**config.mk**
```make
export PLATFORM = sky130hd
export DESIGN_NAME = pcm_top
export DESIGN_NICKNAME = d
export VERILOG_FILES = /design/src/pcm_pkg.sv /design/src/pcm_edge_sync.sv /design/src/pcm_wait_timer.sv /design/src/pcm_top.sv
export SDC_FILE = /design/constraint.sdc
export NUM_CORES = 1
export LEC_CHECK = 0
export BUFFER_PORTS_ARGS = -buffer_cell sky130_fd_sc_hd__buf_2
export CAP_MARGIN = 20
export CORE_MARGIN = 5
export CORE_UTILIZATION = 40
export CTS_BUF_LIST = sky130_fd_sc_hd__clkbuf_4 sky130_fd_sc_hd__clkbuf_8 sky130_fd_sc_hd__clkbuf_16
export CTS_CLUSTER_SIZE = 25
export DETAILED_ROUTE_END_ITERATION = 8
export GPL_ROUTABILITY_DRIVEN = 0
export MAX_ROUTING_LAYER = met4
export PLACE_DENSITY = 0.73
export SLEW_MARGIN = 30
export SYNTH_ARGS = -nofsm -noshare
export SYNTH_HDL_FRONTEND = slang
export SYNTH_HIERARCHICAL = 1
export SYNTH_SLANG_ARGS = --single-unit
```
**constraint.sdc**
```tcl
create_clock -name SYS_CLK -period 6 [get_ports SYS_CLK]
set_input_delay 0.3 -clock SYS_CLK [delete_from_list [all_inputs] [get_ports SYS_CLK]]
set_output_delay 0.3 -clock SYS_CLK [all_outputs]
set_load 0.01 [all_outputs]
```
**src/pcm_pkg.sv**
```systemverilog
// How it works
// (RULE_01) Status bit 0 shows processor clock running.
// (RULE_02) Status bit 7 shows USB port clock running.
// (RULE_03) Status bits 8 to 11 show programmable outputs.
// (RULE_04) Writing one to set register enables gate.
// (RULE_05) Writing one to clear register disables gate.
// (RULE_06) Gate status reads one per enabled peripheral.
// (RULE_07) Unimplemented peripheral bits change nothing at all.
// (RULE_08) Oscillator enable starts wait, then stable flag.
// (RULE_09) Software never sets enable and bypass together.
// (RULE_10) Bypass sets the stable flag without waiting.
// (RULE_11) Clearing enable and bypass clears stable flag.
// (RULE_12) Start-up wait is count times eight slow cycles.
// (RULE_13) Measure main cycles over sixteen slow periods.
// (RULE_14) Measure valid only after oscillator on, done.
// (RULE_15) PLL divider: zero off, one bypass, else divide.
// (RULE_16) PLL write waits settle count slow cycles.
// (RULE_17) Multiplier zero stops PLL, else times factor+1; the code's PLL tick ignores the factor.
// (RULE_18) USB ratio divides PLL by one, two, four.
// (RULE_19) Source select: slow, main, PLL; ten reserved.
// (RULE_20) Software programs PLL range field to match.
// (RULE_21) Master ratio divides by powers of two.
// (RULE_22) Settled flag reads one once PLL locked.
// (RULE_23) Master ready reads zero during a change.
// (RULE_24) PLL write clears settled flag, restarts counter.
// (RULE_25) Read-only writes ignored; write-only reads zero.
package pcm_pkg;
  // Register byte offsets on the local register port.
  localparam logic [7:0] OFS_SYS_SET   = 8'h00; // System clock enable.
  localparam logic [7:0] OFS_SYS_CLR   = 8'h04; // System clock disable.
  localparam logic [7:0] OFS_SYS_STATE = 8'h08; // System clock status.
  localparam logic [7:0] OFS_GATE_SET  = 8'h10; // Peripheral gate set.
  localparam logic [7:0] OFS_GATE_CLR  = 8'h14; // Peripheral gate clear.
  localparam logic [7:0] OFS_GATE_ST   = 8'h18; // Peripheral gate status.
  localparam logic [7:0] OFS_OSC_CTRL  = 8'h20; // Main oscillator control.
  localparam logic [7:0] OFS_MEASURE   = 8'h24; // Frequency measurement.
  localparam logic [7:0] OFS_PLL_CTRL  = 8'h2C; // PLL control.
  localparam logic [7:0] OFS_MCK_CTRL  = 8'h30; // Master clock control.
  localparam logic [7:0] OFS_FLAGS     = 8'h68; // Clock status flags.
  // System clock status fields.
  localparam int SYS_PROC_BIT  = 0;
  localparam int SYS_USB_BIT   = 7;
  localparam int SYS_PROG_LSB  = 8;
  localparam int SYS_PROG_N    = 4;
  // Oscillator control fields.
  localparam int OSC_ON_BIT    = 0;
  localparam int OSC_SKIP_BIT  = 1;
  localparam int OSC_CNT_LSB   = 8;
  localparam int OSC_CNT_MULT  = 8;   // Slow cycles per count step.
  // Measurement fields.
  localparam int MEAS_VALID_BIT = 16;
  localparam int MEAS_WINDOW    = 16; // Slow periods per measurement.
  // PLL control fields.
  localparam int PLL_DIV_LSB   = 0;
  localparam int PLL_CNT_LSB   = 8;
  localparam int PLL_RANGE_LSB = 14;
  localparam int PLL_MUL_LSB   = 16;
  localparam int PLL_USB_LSB   = 28;
  // Master clock control fields.
  localparam int MCK_SRC_LSB   = 0;
  localparam int MCK_MASTER_CLOCK_RATIO_LSB  = 2;
  // Status flag positions.
  localparam int FLG_OSC_BIT   = 0;
  localparam int FLG_LOCK_BIT  = 2;
  localparam int FLG_MCK_BIT   = 3;
  // Reset values.
  localparam logic [31:0] RST_PLL_CTRL  = 32'h0000_3F00;
  localparam logic [31:0] RST_PERIPH_OK = 32'hFFFF_FFFC;
  // Master clock source codes.
  typedef enum logic [1:0] {
    SRC_SLOW = 2'h0,
    SRC_MAIN = 2'h1,
    SRC_RSVD = 2'h2,
    SRC_PLL  = 2'h3
  } pcm_src_t;
  // Measurement sequencer states.
  typedef enum logic [2:0] {
    MS_IDLE = 3'b001,
    MS_RUN  = 3'b010,
    MS_DONE = 3'b100
  } pcm_meas_t;
endpackage : pcm_pkg

```
**src/pcm_edge_sync.sv**
```systemverilog
// Brings an outside clock pin into the system domain through two
// flip-flops and gives a one-cycle pulse on each rising edge.
module pcm_edge_sync (
  // Clock and reset.
  input  wire logic clk,
  input  wire logic rst_n,
  // Outside level and edge pulse.
  input  wire logic pin,
  output logic      rise
);
  import pcm_pkg::*;
  logic meta_r; // First stage, read only by the second.
  logic sync_r; // Second stage, safe to use.
  logic last_r; // Previous synchronised level.

  // Shift the pin through the synchroniser and keep one old copy.
  always_ff @(posedge clk or negedge rst_n) begin
    if (!rst_n) begin
      meta_r <= 1'b0;
      sync_r <= 1'b0;
      last_r <= 1'b0;
    end else begin
      meta_r <= pin;
      sync_r <= meta_r;
      last_r <= sync_r;
    end
  end

  // A rising edge is a new high after a low.
  assign rise = sync_r & ~last_r;
endmodule : pcm_edge_sync

```
**src/pcm_wait_timer.sv**
```systemverilog
// Counts down a loaded number of ticks and reports when it is done.
module pcm_wait_timer #(
  parameter int W = 12
) (
  // Clock and reset.
  input  wire logic         clk,
  input  wire logic         rst_n,
  // Load, tick and result.
  input  wire logic         load,
  input  wire logic [W-1:0] value,
  input  wire logic         tick,
  output logic              done
);
  import pcm_pkg::*;
  logic [W-1:0] cnt_r;  // Ticks still to wait.
  logic         done_r; // Wait has elapsed.

  // A load restarts the wait; a zero value ends it at once.
  always_ff @(posedge clk or negedge rst_n) begin
    if (!rst_n) begin
      cnt_r  <= '0;
      done_r <= 1'b0;
    end else if (load) begin
      cnt_r  <= value;
      done_r <= (value == '0);
    end else if (tick && !done_r) begin
      cnt_r  <= cnt_r - W'(1);
      done_r <= (cnt_r == W'(1));
    end
  end

  assign done = done_r;
endmodule : pcm_wait_timer

```
**src/pcm_top.sv**
```systemverilog
// Power and clock manager register block with oscillator, PLL lock,
// measurement and master clock enable generation.
module pcm_top #(
  parameter logic [31:0] PERIPH_OK = pcm_pkg::RST_PERIPH_OK
) (
  // System clock and reset.
  input  wire logic        SYS_CLK,
  input  wire logic        RST_N,
  // Register port.
  input  wire logic [7:0]  ADDR,
  input  wire logic [31:0] WR_DATA,
  input  wire logic        WR_EN,
  input  wire logic        RD_EN,
  output logic [31:0]      RD_DATA,
  // Outside clock pins, sampled into this domain.
  input  wire logic        SLOW_CLK,
  input  wire logic        MAIN_CLK,
  // Gate enables.
  output logic             PROC_CLK_EN,
  output logic             USB_CLK_EN,
  output logic [3:0]       PROG_CLK_EN,
  output logic [31:0]      PERIPH_CLK_EN,
  // Oscillator and PLL controls.
  output logic             OSC_EN,
  output logic             OSC_BYPASS,
  output logic [7:0]       PLL_DIV,
  output logic [10:0]      PLL_MUL,
  output logic [1:0]       USB_DIV,
  // Master clock enable pulse and its setting.
  output logic [1:0]       MCK_SRC,
  output logic [2:0]       MCK_MASTER_CLOCK_RATIO,
  output logic             MCK_TICK
);
  import pcm_pkg::*;

  // Reset release synchroniser.
  logic rst_m_r;               // First reset stage.
  logic rst_n_r;               // Released reset used everywhere.
  // Software state.
  logic        proc_on_r;      // Processor clock running.
  logic        usb_on_r;       // USB port clock running.
  logic [3:0]  prog_on_r;      // Programmable outputs enabled.
  logic [31:0] gate_r;         // Peripheral gates.
  logic [31:0] osc_ctrl_r;     // Oscillator control word.
  logic [31:0] pll_ctrl_r;     // PLL control word.
  logic [4:0]  mck_ctrl_r;     // Master clock control field.
  logic [31:0] rd_data_r;      // Read answer.
  // Hardware state.
  logic        osc_stable_r;   // Oscillator stable flag.
  logic        mck_ready_r;    // Master clock ready flag.
  logic        mck_tick_r;     // Master clock enable pulse.
  logic [6:0]  master_clock_ratio_cnt_r;     // Master prescaler counter.
  logic [7:0]  pll_div_cnt_r;  // PLL input divider counter.
  logic        osc_seen_r;     // Oscillator on since enabled.
  pcm_meas_t   meas_st_r;      // Measurement sequencer state.
  logic [4:0]  meas_win_r;     // Slow periods counted so far.
  logic [15:0] meas_cnt_r;     // Main edges in current window.
  logic [15:0] meas_res_r;     // Latched measurement result.
  logic        meas_valid_r;   // Result valid.

  // Decoded strobes.
  wire wr_sys_set  = WR_EN && (ADDR == OFS_SYS_SET);
  wire wr_sys_clr  = WR_EN && (ADDR == OFS_SYS_CLR);
  wire wr_gate_set = WR_EN && (ADDR == OFS_GATE_SET);
  wire wr_gate_clr = WR_EN && (ADDR == OFS_GATE_CLR);
  wire wr_osc      = WR_EN && (ADDR == OFS_OSC_CTRL);
  wire wr_pll      = WR_EN && (ADDR == OFS_PLL_CTRL);
  wire wr_mck      = WR_EN && (ADDR == OFS_MCK_CTRL);

  // Named fields of the control words.
  wire        osc_on   = osc_ctrl_r[OSC_ON_BIT];
  wire        osc_skip = osc_ctrl_r[OSC_SKIP_BIT];
  wire [7:0]  pll_div  = pll_ctrl_r[PLL_DIV_LSB +: 8];
  wire [10:0] pll_mul  = pll_ctrl_r[PLL_MUL_LSB +: 11];
  wire [1:0]  mck_src  = mck_ctrl_r[1:0];
  wire [2:0]  mck_master_clock_ratio = mck_ctrl_r[4:2];

  // Edge pulses from the outside clock pins, and the two wait results.
  wire slow_tick;
  wire main_tick;
  wire osc_done;
  wire pll_lock;

  pcm_edge_sync u_slow (
    .clk   (SYS_CLK),
    .rst_n (rst_n_r),
    .pin   (SLOW_CLK),
    .rise  (slow_tick)
  );

  pcm_edge_sync u_main (
    .clk   (SYS_CLK),
    .rst_n (rst_n_r),
    .pin   (MAIN_CLK),
    .rise  (main_tick)
  );

  // Oscillator wait restarts on each control write, eight slow cycles
  // per count step.
  pcm_wait_timer #(.W(12)) u_osc_wait (
    .clk   (SYS_CLK),
    .rst_n (rst_n_r),
    .load  (wr_osc),
    .value (12'(WR_DATA[OSC_CNT_LSB +: 8]) * 12'(OSC_CNT_MULT)), // RULE_12
    .tick  (slow_tick),
    .done  (osc_done)
  );

  // Any PLL write restarts the lock wait from the new count.
  pcm_wait_timer #(.W(6)) u_pll_wait (
    .clk   (SYS_CLK),
    .rst_n (rst_n_r),
    .load  (wr_pll),                             // RULE_24
    .value (WR_DATA[PLL_CNT_LSB +: 6]),          // RULE_16
    .tick  (slow_tick),
    .done  (pll_lock)                            // RULE_22
  );

  // The PLL runs only with a nonzero multiplier and a live divider.
  wire pll_run = (pll_mul != 11'h000) && (pll_div != 8'h00)   // RULE_17
                 && pll_lock;                                  // RULE_15
  // Input divider: code one passes every cycle, higher codes divide.
  wire pll_tick = pll_run && ((pll_div == 8'h01) ||
                  (pll_div_cnt_r == pll_div - 8'h01));         // RULE_15

  // Master source selection; the reserved code gives no clock.
  wire src_tick = (mck_src == SRC_SLOW) ? slow_tick :
                  (mck_src == SRC_MAIN) ? (main_tick && osc_stable_r) :
                  (mck_src == SRC_PLL)  ? pll_tick : 1'b0;     // RULE_19
  // Prescaler end count for divide by two to the code.
  wire [6:0] master_clock_ratio_end = 7'((8'h01 << mck_master_clock_ratio) - 8'h01);      // RULE_21
  wire mck_fire = src_tick && (mck_master_clock_ratio != 3'h7) &&
                  (master_clock_ratio_cnt_r == master_clock_ratio_end);                    // RULE_21

  // Read data selection; write-only and unmapped offsets give zero.
  wire [31:0] sys_state = {20'h0, prog_on_r, usb_on_r, 6'h0,
                           proc_on_r};          // RULE_01 RULE_02 RULE_03
  wire [31:0] flags     = {28'h0, mck_ready_r, pll_lock, 1'b0,
                           osc_stable_r};                      // RULE_22
  wire [31:0] rd_mux =
    (ADDR == OFS_SYS_STATE) ? sys_state :
    (ADDR == OFS_GATE_ST)   ? (gate_r & PERIPH_OK) :           // RULE_06
    (ADDR == OFS_OSC_CTRL)  ? osc_ctrl_r :
    (ADDR == OFS_MEASURE)   ? {15'h0, meas_valid_r, meas_res_r} :
    (ADDR == OFS_PLL_CTRL)  ? pll_ctrl_r :
    (ADDR == OFS_MCK_CTRL)  ? {27'h0, mck_ctrl_r} :
    (ADDR == OFS_FLAGS)     ? flags : 32'h0;                   // RULE_25

  // Reset is released through two flip-flops.
  always_ff @(posedge SYS_CLK or negedge RST_N) begin
    if (!RST_N) begin
      rst_m_r <= 1'b0;
      rst_n_r <= 1'b0;
    end else begin
      rst_m_r <= 1'b1;
      rst_n_r <= rst_m_r;
    end
  end

  // System clock gates: set and clear registers, ones act except the processor bit on set.
  always_ff @(posedge SYS_CLK or negedge rst_n_r) begin
    if (!rst_n_r) begin
      proc_on_r <= 1'b1;
      usb_on_r  <= 1'b0;
      prog_on_r <= 4'h0;
    end else if (wr_sys_set) begin
      usb_on_r  <= usb_on_r | WR_DATA[SYS_USB_BIT];            // RULE_02
      prog_on_r <= prog_on_r | WR_DATA[SYS_PROG_LSB +: 4];     // RULE_03
    end else if (wr_sys_clr) begin
      proc_on_r <= proc_on_r & ~WR_DATA[SYS_PROC_BIT];         // RULE_01
      usb_on_r  <= usb_on_r & ~WR_DATA[SYS_USB_BIT];           // RULE_02
      prog_on_r <= prog_on_r & ~WR_DATA[SYS_PROG_LSB +: 4];    // RULE_03
    end
  end

  // Peripheral gates; bits of missing identifiers never store.
  always_ff @(posedge SYS_CLK or negedge rst_n_r) begin
    if (!rst_n_r) begin
      gate_r <= 32'h0;
    end else if (wr_gate_set) begin
      gate_r <= gate_r | (WR_DATA & PERIPH_OK);         // RULE_04 RULE_07
    end else if (wr_gate_clr) begin
      gate_r <= gate_r & ~(WR_DATA & PERIPH_OK);        // RULE_05 RULE_07
    end
  end

  // Read-write control words; status offsets take no write.
  always_ff @(posedge SYS_CLK or negedge rst_n_r) begin
    if (!rst_n_r) begin
      osc_ctrl_r <= 32'h0;
      pll_ctrl_r <= RST_PLL_CTRL;
      mck_ctrl_r <= 5'h00;
    end else begin
      if (wr_osc) begin
        osc_ctrl_r <= WR_DATA & 32'h0000_FF03;
      end
      if (wr_pll) begin
        pll_ctrl_r <= WR_DATA & 32'h37FF_FFFF;
      end
      if (wr_mck) begin
        mck_ctrl_r <= WR_DATA[MCK_SRC_LSB +: 5];
      end
    end
  end

  // Stable flag: bypass at once, enable after the wait, else clear.
  always_ff @(posedge SYS_CLK or negedge rst_n_r) begin
    if (!rst_n_r) begin
      osc_stable_r <= 1'b0;
    end else begin
      osc_stable_r <= osc_skip ||                              // RULE_10
                      (osc_on && osc_done && !wr_osc);  // RULE_08 RULE_11
    end
  end

  // PLL input divider counter, cleared while the PLL is off.
  always_ff @(posedge SYS_CLK or negedge rst_n_r) begin
    if (!rst_n_r) begin
      pll_div_cnt_r <= 8'h00;
    end else if (!pll_run || pll_tick) begin
      pll_div_cnt_r <= 8'h00;
    end else begin
      pll_div_cnt_r <= pll_div_cnt_r + 8'h01;
    end
  end

  // Master prescaler; a control write drops ready until a new tick.
  always_ff @(posedge SYS_CLK or negedge rst_n_r) begin
    if (!rst_n_r) begin
      master_clock_ratio_cnt_r  <= 7'h00;
      mck_tick_r  <= 1'b0;
      mck_ready_r <= 1'b1;
    end else if (wr_mck) begin
      master_clock_ratio_cnt_r  <= 7'h00;
      mck_tick_r  <= 1'b0;
      mck_ready_r <= 1'b0;                                     // RULE_23
    end else begin
      mck_tick_r <= mck_fire;
      if (mck_fire) begin
        master_clock_ratio_cnt_r  <= 7'h00;
        mck_ready_r <= 1'b1;                                   // RULE_23
      end else if (src_tick) begin
        master_clock_ratio_cnt_r <= master_clock_ratio_cnt_r + 7'h01;
      end
    end
  end

  // Measurement sequencer: waits for a slow edge, counts main edges
  // for sixteen slow periods, then latches the result.
  always_ff @(posedge SYS_CLK or negedge rst_n_r) begin
    if (!rst_n_r) begin
      meas_st_r    <= MS_IDLE;
      meas_win_r   <= 5'h00;
      meas_cnt_r   <= 16'h0000;
      meas_res_r   <= 16'h0000;
      meas_valid_r <= 1'b0;
      osc_seen_r   <= 1'b0;
    end else if (!osc_on && !osc_skip) begin
      meas_st_r    <= MS_IDLE;
      meas_valid_r <= 1'b0;                                    // RULE_14
      osc_seen_r   <= 1'b0;
    end else begin
      osc_seen_r <= 1'b1;
      case (meas_st_r)
        MS_IDLE: begin
          meas_win_r <= 5'h00;
          meas_cnt_r <= 16'h0000;
          if (slow_tick && osc_seen_r) begin
            meas_st_r <= MS_RUN;
          end
        end
        MS_RUN: begin
          if (main_tick) begin
            meas_cnt_r <= meas_cnt_r + 16'h0001;               // RULE_13
          end
          if (slow_tick) begin
            meas_win_r <= meas_win_r + 5'h01;
            if (meas_win_r == 5'(MEAS_WINDOW - 1)) begin       // RULE_13
              meas_st_r <= MS_DONE;
            end
          end
        end
        MS_DONE: begin
          meas_res_r   <= meas_cnt_r;
          meas_valid_r <= 1'b1;                                // RULE_14
        end
        default: begin
          meas_st_r <= MS_IDLE;
        end
      endcase
    end
  end

  // Read answer stands in the cycle after the strobe only.
  always_ff @(posedge SYS_CLK or negedge rst_n_r) begin
    if (!rst_n_r) begin
      rd_data_r <= 32'h0;
    end else begin
      rd_data_r <= RD_EN ? rd_mux : 32'h0;                     // RULE_25
    end
  end

  // Outputs, each straight from a flip-flop.
  assign RD_DATA       = rd_data_r;
  assign PROC_CLK_EN   = proc_on_r;
  assign USB_CLK_EN    = usb_on_r;
  assign PROG_CLK_EN   = prog_on_r;
  assign PERIPH_CLK_EN = gate_r;
  assign OSC_EN        = osc_ctrl_r[OSC_ON_BIT];
  assign OSC_BYPASS    = osc_ctrl_r[OSC_SKIP_BIT];
  assign PLL_DIV       = pll_ctrl_r[PLL_DIV_LSB +: 8];
  assign PLL_MUL       = pll_ctrl_r[PLL_MUL_LSB +: 11];
  assign USB_DIV       = pll_ctrl_r[PLL_USB_LSB +: 2];         // RULE_18
  assign MCK_SRC       = mck_ctrl_r[1:0];
  assign MCK_MASTER_CLOCK_RATIO      = mck_ctrl_r[4:2];
  assign MCK_TICK      = mck_tick_r;
endmodule : pcm_top

```
After elaboration in Yosys (flattened, before gate mapping)
Cells that the tools add are included.
Storage, ports and cells
  register bits after elaboration: 202
  input bits: 46
Cells by class
  add/sub/neg operators: 8
  equal/unequal tests: 28
  shift-type cells: 1
  mux-type cells: 44
  bitwise operators: 17
  reduce and logical (&&, ||, !) cells: 47
Operator list (number)
  two-way mux 32 bit: 5
  two-way mux 30 bit: 3
  AND 32 bit: 1
  == test 8 x 6 -> 1 bit, second input constant: 4
  inverter 32 bit: 1
  OR 32 bit: 1
  one-hot mux 16 bit (2 select lines): 1
  == test 8 x 5 -> 1 bit, second input constant: 3
  two-way mux 12 bit: 2
  two-way mux 7 bit: 3
  logical AND 1 bit: 19
  adder 16 x 1 -> 16 bit, second input constant: 1
  two-way mux 16 bit: 1
  two-way mux 1 bit: 15
  nonzero test 2 bit: 7
  == test 12 x 1 -> 1 bit, second input constant: 1
  logical NOT 12 bit: 1
  two-way mux 3 bit: 4
  two-way mux 4 bit: 3
  two-way mux 6 bit: 2
  inequality test 3 bit, second input constant: 4
  subtractor 12 x 1 -> 12 bit, second input constant: 1
  nonzero test 11 bit: 1
  two-way mux 5 bit: 2
  other kinds (40): 59

Longest topological paths before layout
  depth in word-level cells: 11
  depth in mapped cells: 11
  gate-level depth less buffers: 9

By module
The synthesis kept the hierarchy.
By module, submodules not included
  pcm_top: instances 1, cells each 773, area an instance 8129.0 µm², seq. area each 4365.4 µm²
  pcm_wait_timer at u_osc_wait: instances 1, cells each 82, area an instance 782.0 µm², seq. area each 325.3 µm²
  pcm_wait_timer at u_pll_wait: instances 1, cells each 44, area an instance 411.6 µm², seq. area each 175.2 µm²
  pcm_edge_sync: instances 2, cells each 4, area an instance 88.8 µm², seq. area each 75.1 µm²

Worst setup path after synthesis
Ideal clock, no wire load.
  path kind: reg-to-reg
  start: register mck_ctrl_r[4]
  end: register master_clock_ratio_cnt_r[0]
  arrival time: 2715 ps
  data required time: 5923 ps
  path slack: 3207 ps
  stages on the path, launching flop included: 11
  buffers on the path: 2
  period minus slack after synthesis: 2793 ps
  path through: dfrtp_1 > clkbuf_1 > or3_1 > ha_1 > or3b_1 > a21oi_1 > mux2_2 > and4_1 > buf_2 > a211o_1 > a21oi_1
Between the ends
  longest elaborated chain between the ends: 6
  elaborated cells on any way between the ends: 9
Ends and longest elaborated chain
  start, declared: RTL line pcm_top.sv:46  | logic [4:0] mck_ctrl_r;
  start signal, assigned: RTL line pcm_top.sv:201  | mck_ctrl_r <= WR_DATA[MCK_SRC_LSB +: 5];
  << shifter 1 x 3 -> 7 bit: RTL line pcm_top.sv:131  | wire [6:0] master_clock_ratio_end = 7'((8'h01 << mck_master_clock_ratio) - 8'h01);
  subtractor 7 x 1 -> 7 bit: RTL line pcm_top.sv:131
  == test 7 bit: RTL line pcm_top.sv:133  | (master_clock_ratio_cnt_r == master_clock_ratio_end);
  logical AND 1 bit (*): RTL line pcm_top.sv:132  | wire mck_fire = src_tick && (mck_master_clock_ratio != 3'h7) &&
  two-way mux 7 bit: RTL line pcm_top.sv:239  | if (mck_fire) begin
  two-way mux 7 bit: RTL line pcm_top.sv:233  | end else if (wr_mck) begin
  end signal, assigned: RTL line pcm_top.sv:243  | master_clock_ratio_cnt_r <= master_clock_ratio_cnt_r + 7'h01;
  end, declared: RTL line pcm_top.sv:52  | logic [6:0] master_clock_ratio_cnt_r;
Every way passes the cells marked *; elsewhere a longest branch is shown, timed or not.
A chain may end at the register's enable or synchronous reset.

Worst setup path after layout
  start: register mck_ctrl_r[4]
  end: register master_clock_ratio_cnt_r[2]
Same word-level chain as after synthesis.

==> metrics.csv <==
stage,metric,value,unit
cts,tritoncts,yes,
outcome,status,completed,
yosys,netlist_area,0.009500,sq mm
worst_setup_path,worstPathCellList,or3_1 > ha_1 > or3b_1 > a21oi_1 > mux2_2 > and4_1 > a21oi_2 > a32o_1,
die,num_rows,56,
sta,post-route-min-period,2.878,ns
global_routing,antenna_found_initial,1,
power_and_ir_drop,p_leak,5.260,nW
yosys,avgSynthCellArea,10.47,sq um
routing,drc,0,
sta,rsz0062_at_grt,no,
layout,nNetsFinal,1086,
routing,vias,7389,
worst_setup_path,cpMaxStageDelayCell,dfrtp_1,
sta,hold_violations,0,
cts,cts_inserted_buffers,17,
global_routing,grt_pass1_wl,38990,microns
sta,fin_tns_setup,0,ns
sta,setup_viol_count_final,0,
global_routing,first_global_vias,7185,
die,io_pins,145,
die,core,0.02340,sq mm
yosys,ys_types,76,
routing,first_pass_iters,5,
cts,cts.clk_slew.worst_paths,0.08,ns
layout,drive_above_1_share,26.61,%
yosys,async_flop_share,100.0,%
worst_setup_path,required,6.37,ns
die,die_h,164.1,microns
routing,drtAntennaViolNets,0,
sta,skew,0.01691,ns
sta,fmax,0.3475,GHz
sta,fin_crit_sh,47.97,%
hold_path,hp-class,register to async pin,
sta,worst_slew_pin_slew,0.8856,ns
yosys,synth_edf_count,0,
routing,wl_per_cell,17.99,microns
global_routing,grt_max_degree,109,
cts,clock_sinks,200,
yosys,ys_seq_area_share,52.80,%
die,die_w,164.1,microns
cts,root_buffer,clkbuf_16,
place,port-buffer-count,142,
yosys,synth_ff_type,dfrtp_1,
sta,slew_headroom,40.92,%
yosys,yosysWarnings,6,
worst_setup_path,cp_top_family,simple AND/OR/NAND/NOR gates,
routing,dr.first_iter.drc_count,692,
cts,cts_resized,0,
worst_setup_path,path_buf_inv,0,
worst_setup_path,max_stage_delay,0.50,ns
sta,drv_slew,0,
layout,syn2layout_area_growth,16.95,%
worst_setup_path,setup.worst_path.end_class,register,
cts,clk_latency,0.43,ns
yosys,synth-seq-cells,200,
power_and_ir_drop,ir_drop,0.1633,mV
job,maxCapViolations,0,
power_and_ir_drop,power.density,277.6,mW/mm^2
global_routing,track_usage,18.85,%
yosys,synthCells,907,
place,dp_hpwl,17010,microns
sta,whs,0.09319,ns
cts,clock_path_buffers,2,
worst_setup_path,crit_type,register to register,
die,die_area,0.02693,sq mm
routing,avgViaCountPerCell,5.429,
routing,routed_wl,24490,microns
worst_setup_path,cp_data_arrival_time,3.25,ns
die,initial_core_util,40.60,%
worst_setup_path,crit_fanout,12,
global_routing,overflow,0,
cts,htreeDepth,4,
worst_setup_path,start_kind,register,
worst reg2reg max path: stages, from the launching register on:
cell and delay (ns):
dfrtp_1 0.50, or3_1 0.42, ha_1 0.29, or3b_1 0.37, a21oi_1 0.14, mux2_2 0.34
and4_1 0.31, a21oi_2 0.28, a32o_1 0.18
cells in the final DEF, fill, tap and decap left out, types with 10 or more instances in the layout:
cell type  Yosys  layout
and3_1        14      14
a21oi_1       36      36
clkbuf_16      0      17
ha_1          12      12
mux2_2        56      56
o21ai_0       46      46
dfrtp_1      191     190
a222oi_1      10      10
a22oi_1       22      22
o21ai_1       16      16
nor2_1        63      62
buf_2         12     142
conb_1         2      11
xor2_1        30      30
nand3_1       23      23
xnor2_1       16      16
inv_1         28      28
nand2_1      134     133
per-layer routing:
layer / up-vias / GRT usage, % / routed length, microns
met3: 29 / 3.212 / 1482
met1: 3696 / 24.58 / 10450
met5: - / - / 0
li1: 3411 / - / -
met2: 253 / 30.91 / 12250
met4: 0 / 4.575 / 303
cells in the mapped netlist (5+ instances only):
library cell | count | share of area [%]
nand4_1 | 7 | 0.46
a32o_1 | 5 | 0.53
o21ai_1 | 16 | 0.84
a31oi_1 | 5 | 0.33
o21ai_0 | 46 | 2.4
mux2_2 | 56 | 6.6
buf_4 | 23 | 1.8
nand2b_1 | 9 | 0.59
nor4_1 | 8 | 0.53
nor3b_1 | 7 | 0.55
and3_1 | 14 | 0.92
clkbuf_1 | 22 | 0.87
xor2_1 | 30 | 2.8
buf_2 | 12 | 0.63
dfstp_2 | 9 | 2.5
nand3b_1 | 6 | 0.47
a22oi_1 | 22 | 1.7
nor2_1 | 63 | 2.5
a21oi_1 | 36 | 1.9
nand2_1 | 134 | 5.3
nand3_1 | 23 | 1.2
a222oi_1 | 10 | 1.1
dfrtp_1 | 191 | 50
xnor2_1 | 16 | 1.5
inv_1 | 28 | 1.1
nor3_1 | 7 | 0.37
o22ai_1 | 6 | 0.40
ha_1 | 12 | 1.6
worst paths after layout:
kind | from | depth (start not counted) | to | slack (ns)
setup / recovery | mck_ctrl_r[4]$_DFFE_PN0P_ | 8 | master_clock_ratio_cnt_r[2]$_DFFE_PN0P_ | 3.12
hold / removal | rst_n_r$_DFF_PN0_ | 0 | u_slow/meta_r$_DFF_PN0_ | 0.09
setup reg to reg | mck_ctrl_r[4]$_DFFE_PN0P_ | 8 | master_clock_ratio_cnt_r[2]$_DFFE_PN0P_ | 3.12
hold reg to reg | rst_n_r$_DFF_PN0_ | 0 | u_slow/meta_r$_DFF_PN0_ | 0.09
max in group asynchronous | rst_n_r$_DFF_PN0_ | 3 | pll_ctrl_r[10]$_DFFE_PN1P_ | 4.64
min in group SYS_CLK | WR_DATA[2] | 3 | mck_ctrl_r[2]$_DFFE_PN0P_ | 0.09
layout make-up:
| cell class | count | area (sq um) |
|---|---|---|
| diodes | 1 | 2.502 |
| fillers | 2183 | 12290 |
| well taps | 319 | 399.1 |
| flip-flops and latches | 200 | 5020 |
| clock buffers | 17 | 425.4 |
| clock inverters | 15 | 206.4 |
| repair buffers | 155 | 868.3 |
| inverters | 28 | 105.1 |
| multi-input cells | 626 | 4084 |
where the power goes:
group | internal (mW) | switching [mW]
Clock | 0.643 | 0.564
Combinational | 0.148 | 0.214
Sequential | 1.42 | 0.0917
Total | 2.21 | 0.870
through the flow:
step / power (mW) / util, % / setup slack [ns] / cell area, sq um / instances
global route: 3.222 / 47.48 / 2.937 / 11110 / 1361
floorplan: 1.777 / - / 0.02983 / 9534 / 916
global placement: 1.883 / 44.39 / 3.074 / 10390 / 1323
detailed placement: 1.901 / 44.64 / 3.146 / 10450 / 1325
finish: 3.084 / 47.48 / 3.122 / 11110 / 1361
CTS: 3.111 / 47.47 / 3.125 / 11110 / 1360
cells by family (layout without fill, tap and decap cells):
group / Yosys count / after routing / synth area share (%)
buf+inv: 90 / 215 / 4.873
compound gates: 176 / 176 / 12.18
xor+xnor: 46 / 46 / 4.241
simple gates: 323 / 323 / 17.40
mux: 58 / 58 / 6.848
other cells: 2 / 12 / 0.07905
fa+ha+maj: 12 / 12 / 1.580
flops: 200 / 200 / 52.80
what timing repair did:
item,CTS,global route
hold endpoints to repair,4,0
setup buffers,0,0
hold buffers,3,0
No activity file was read; power rests on OpenSTA's default activity.
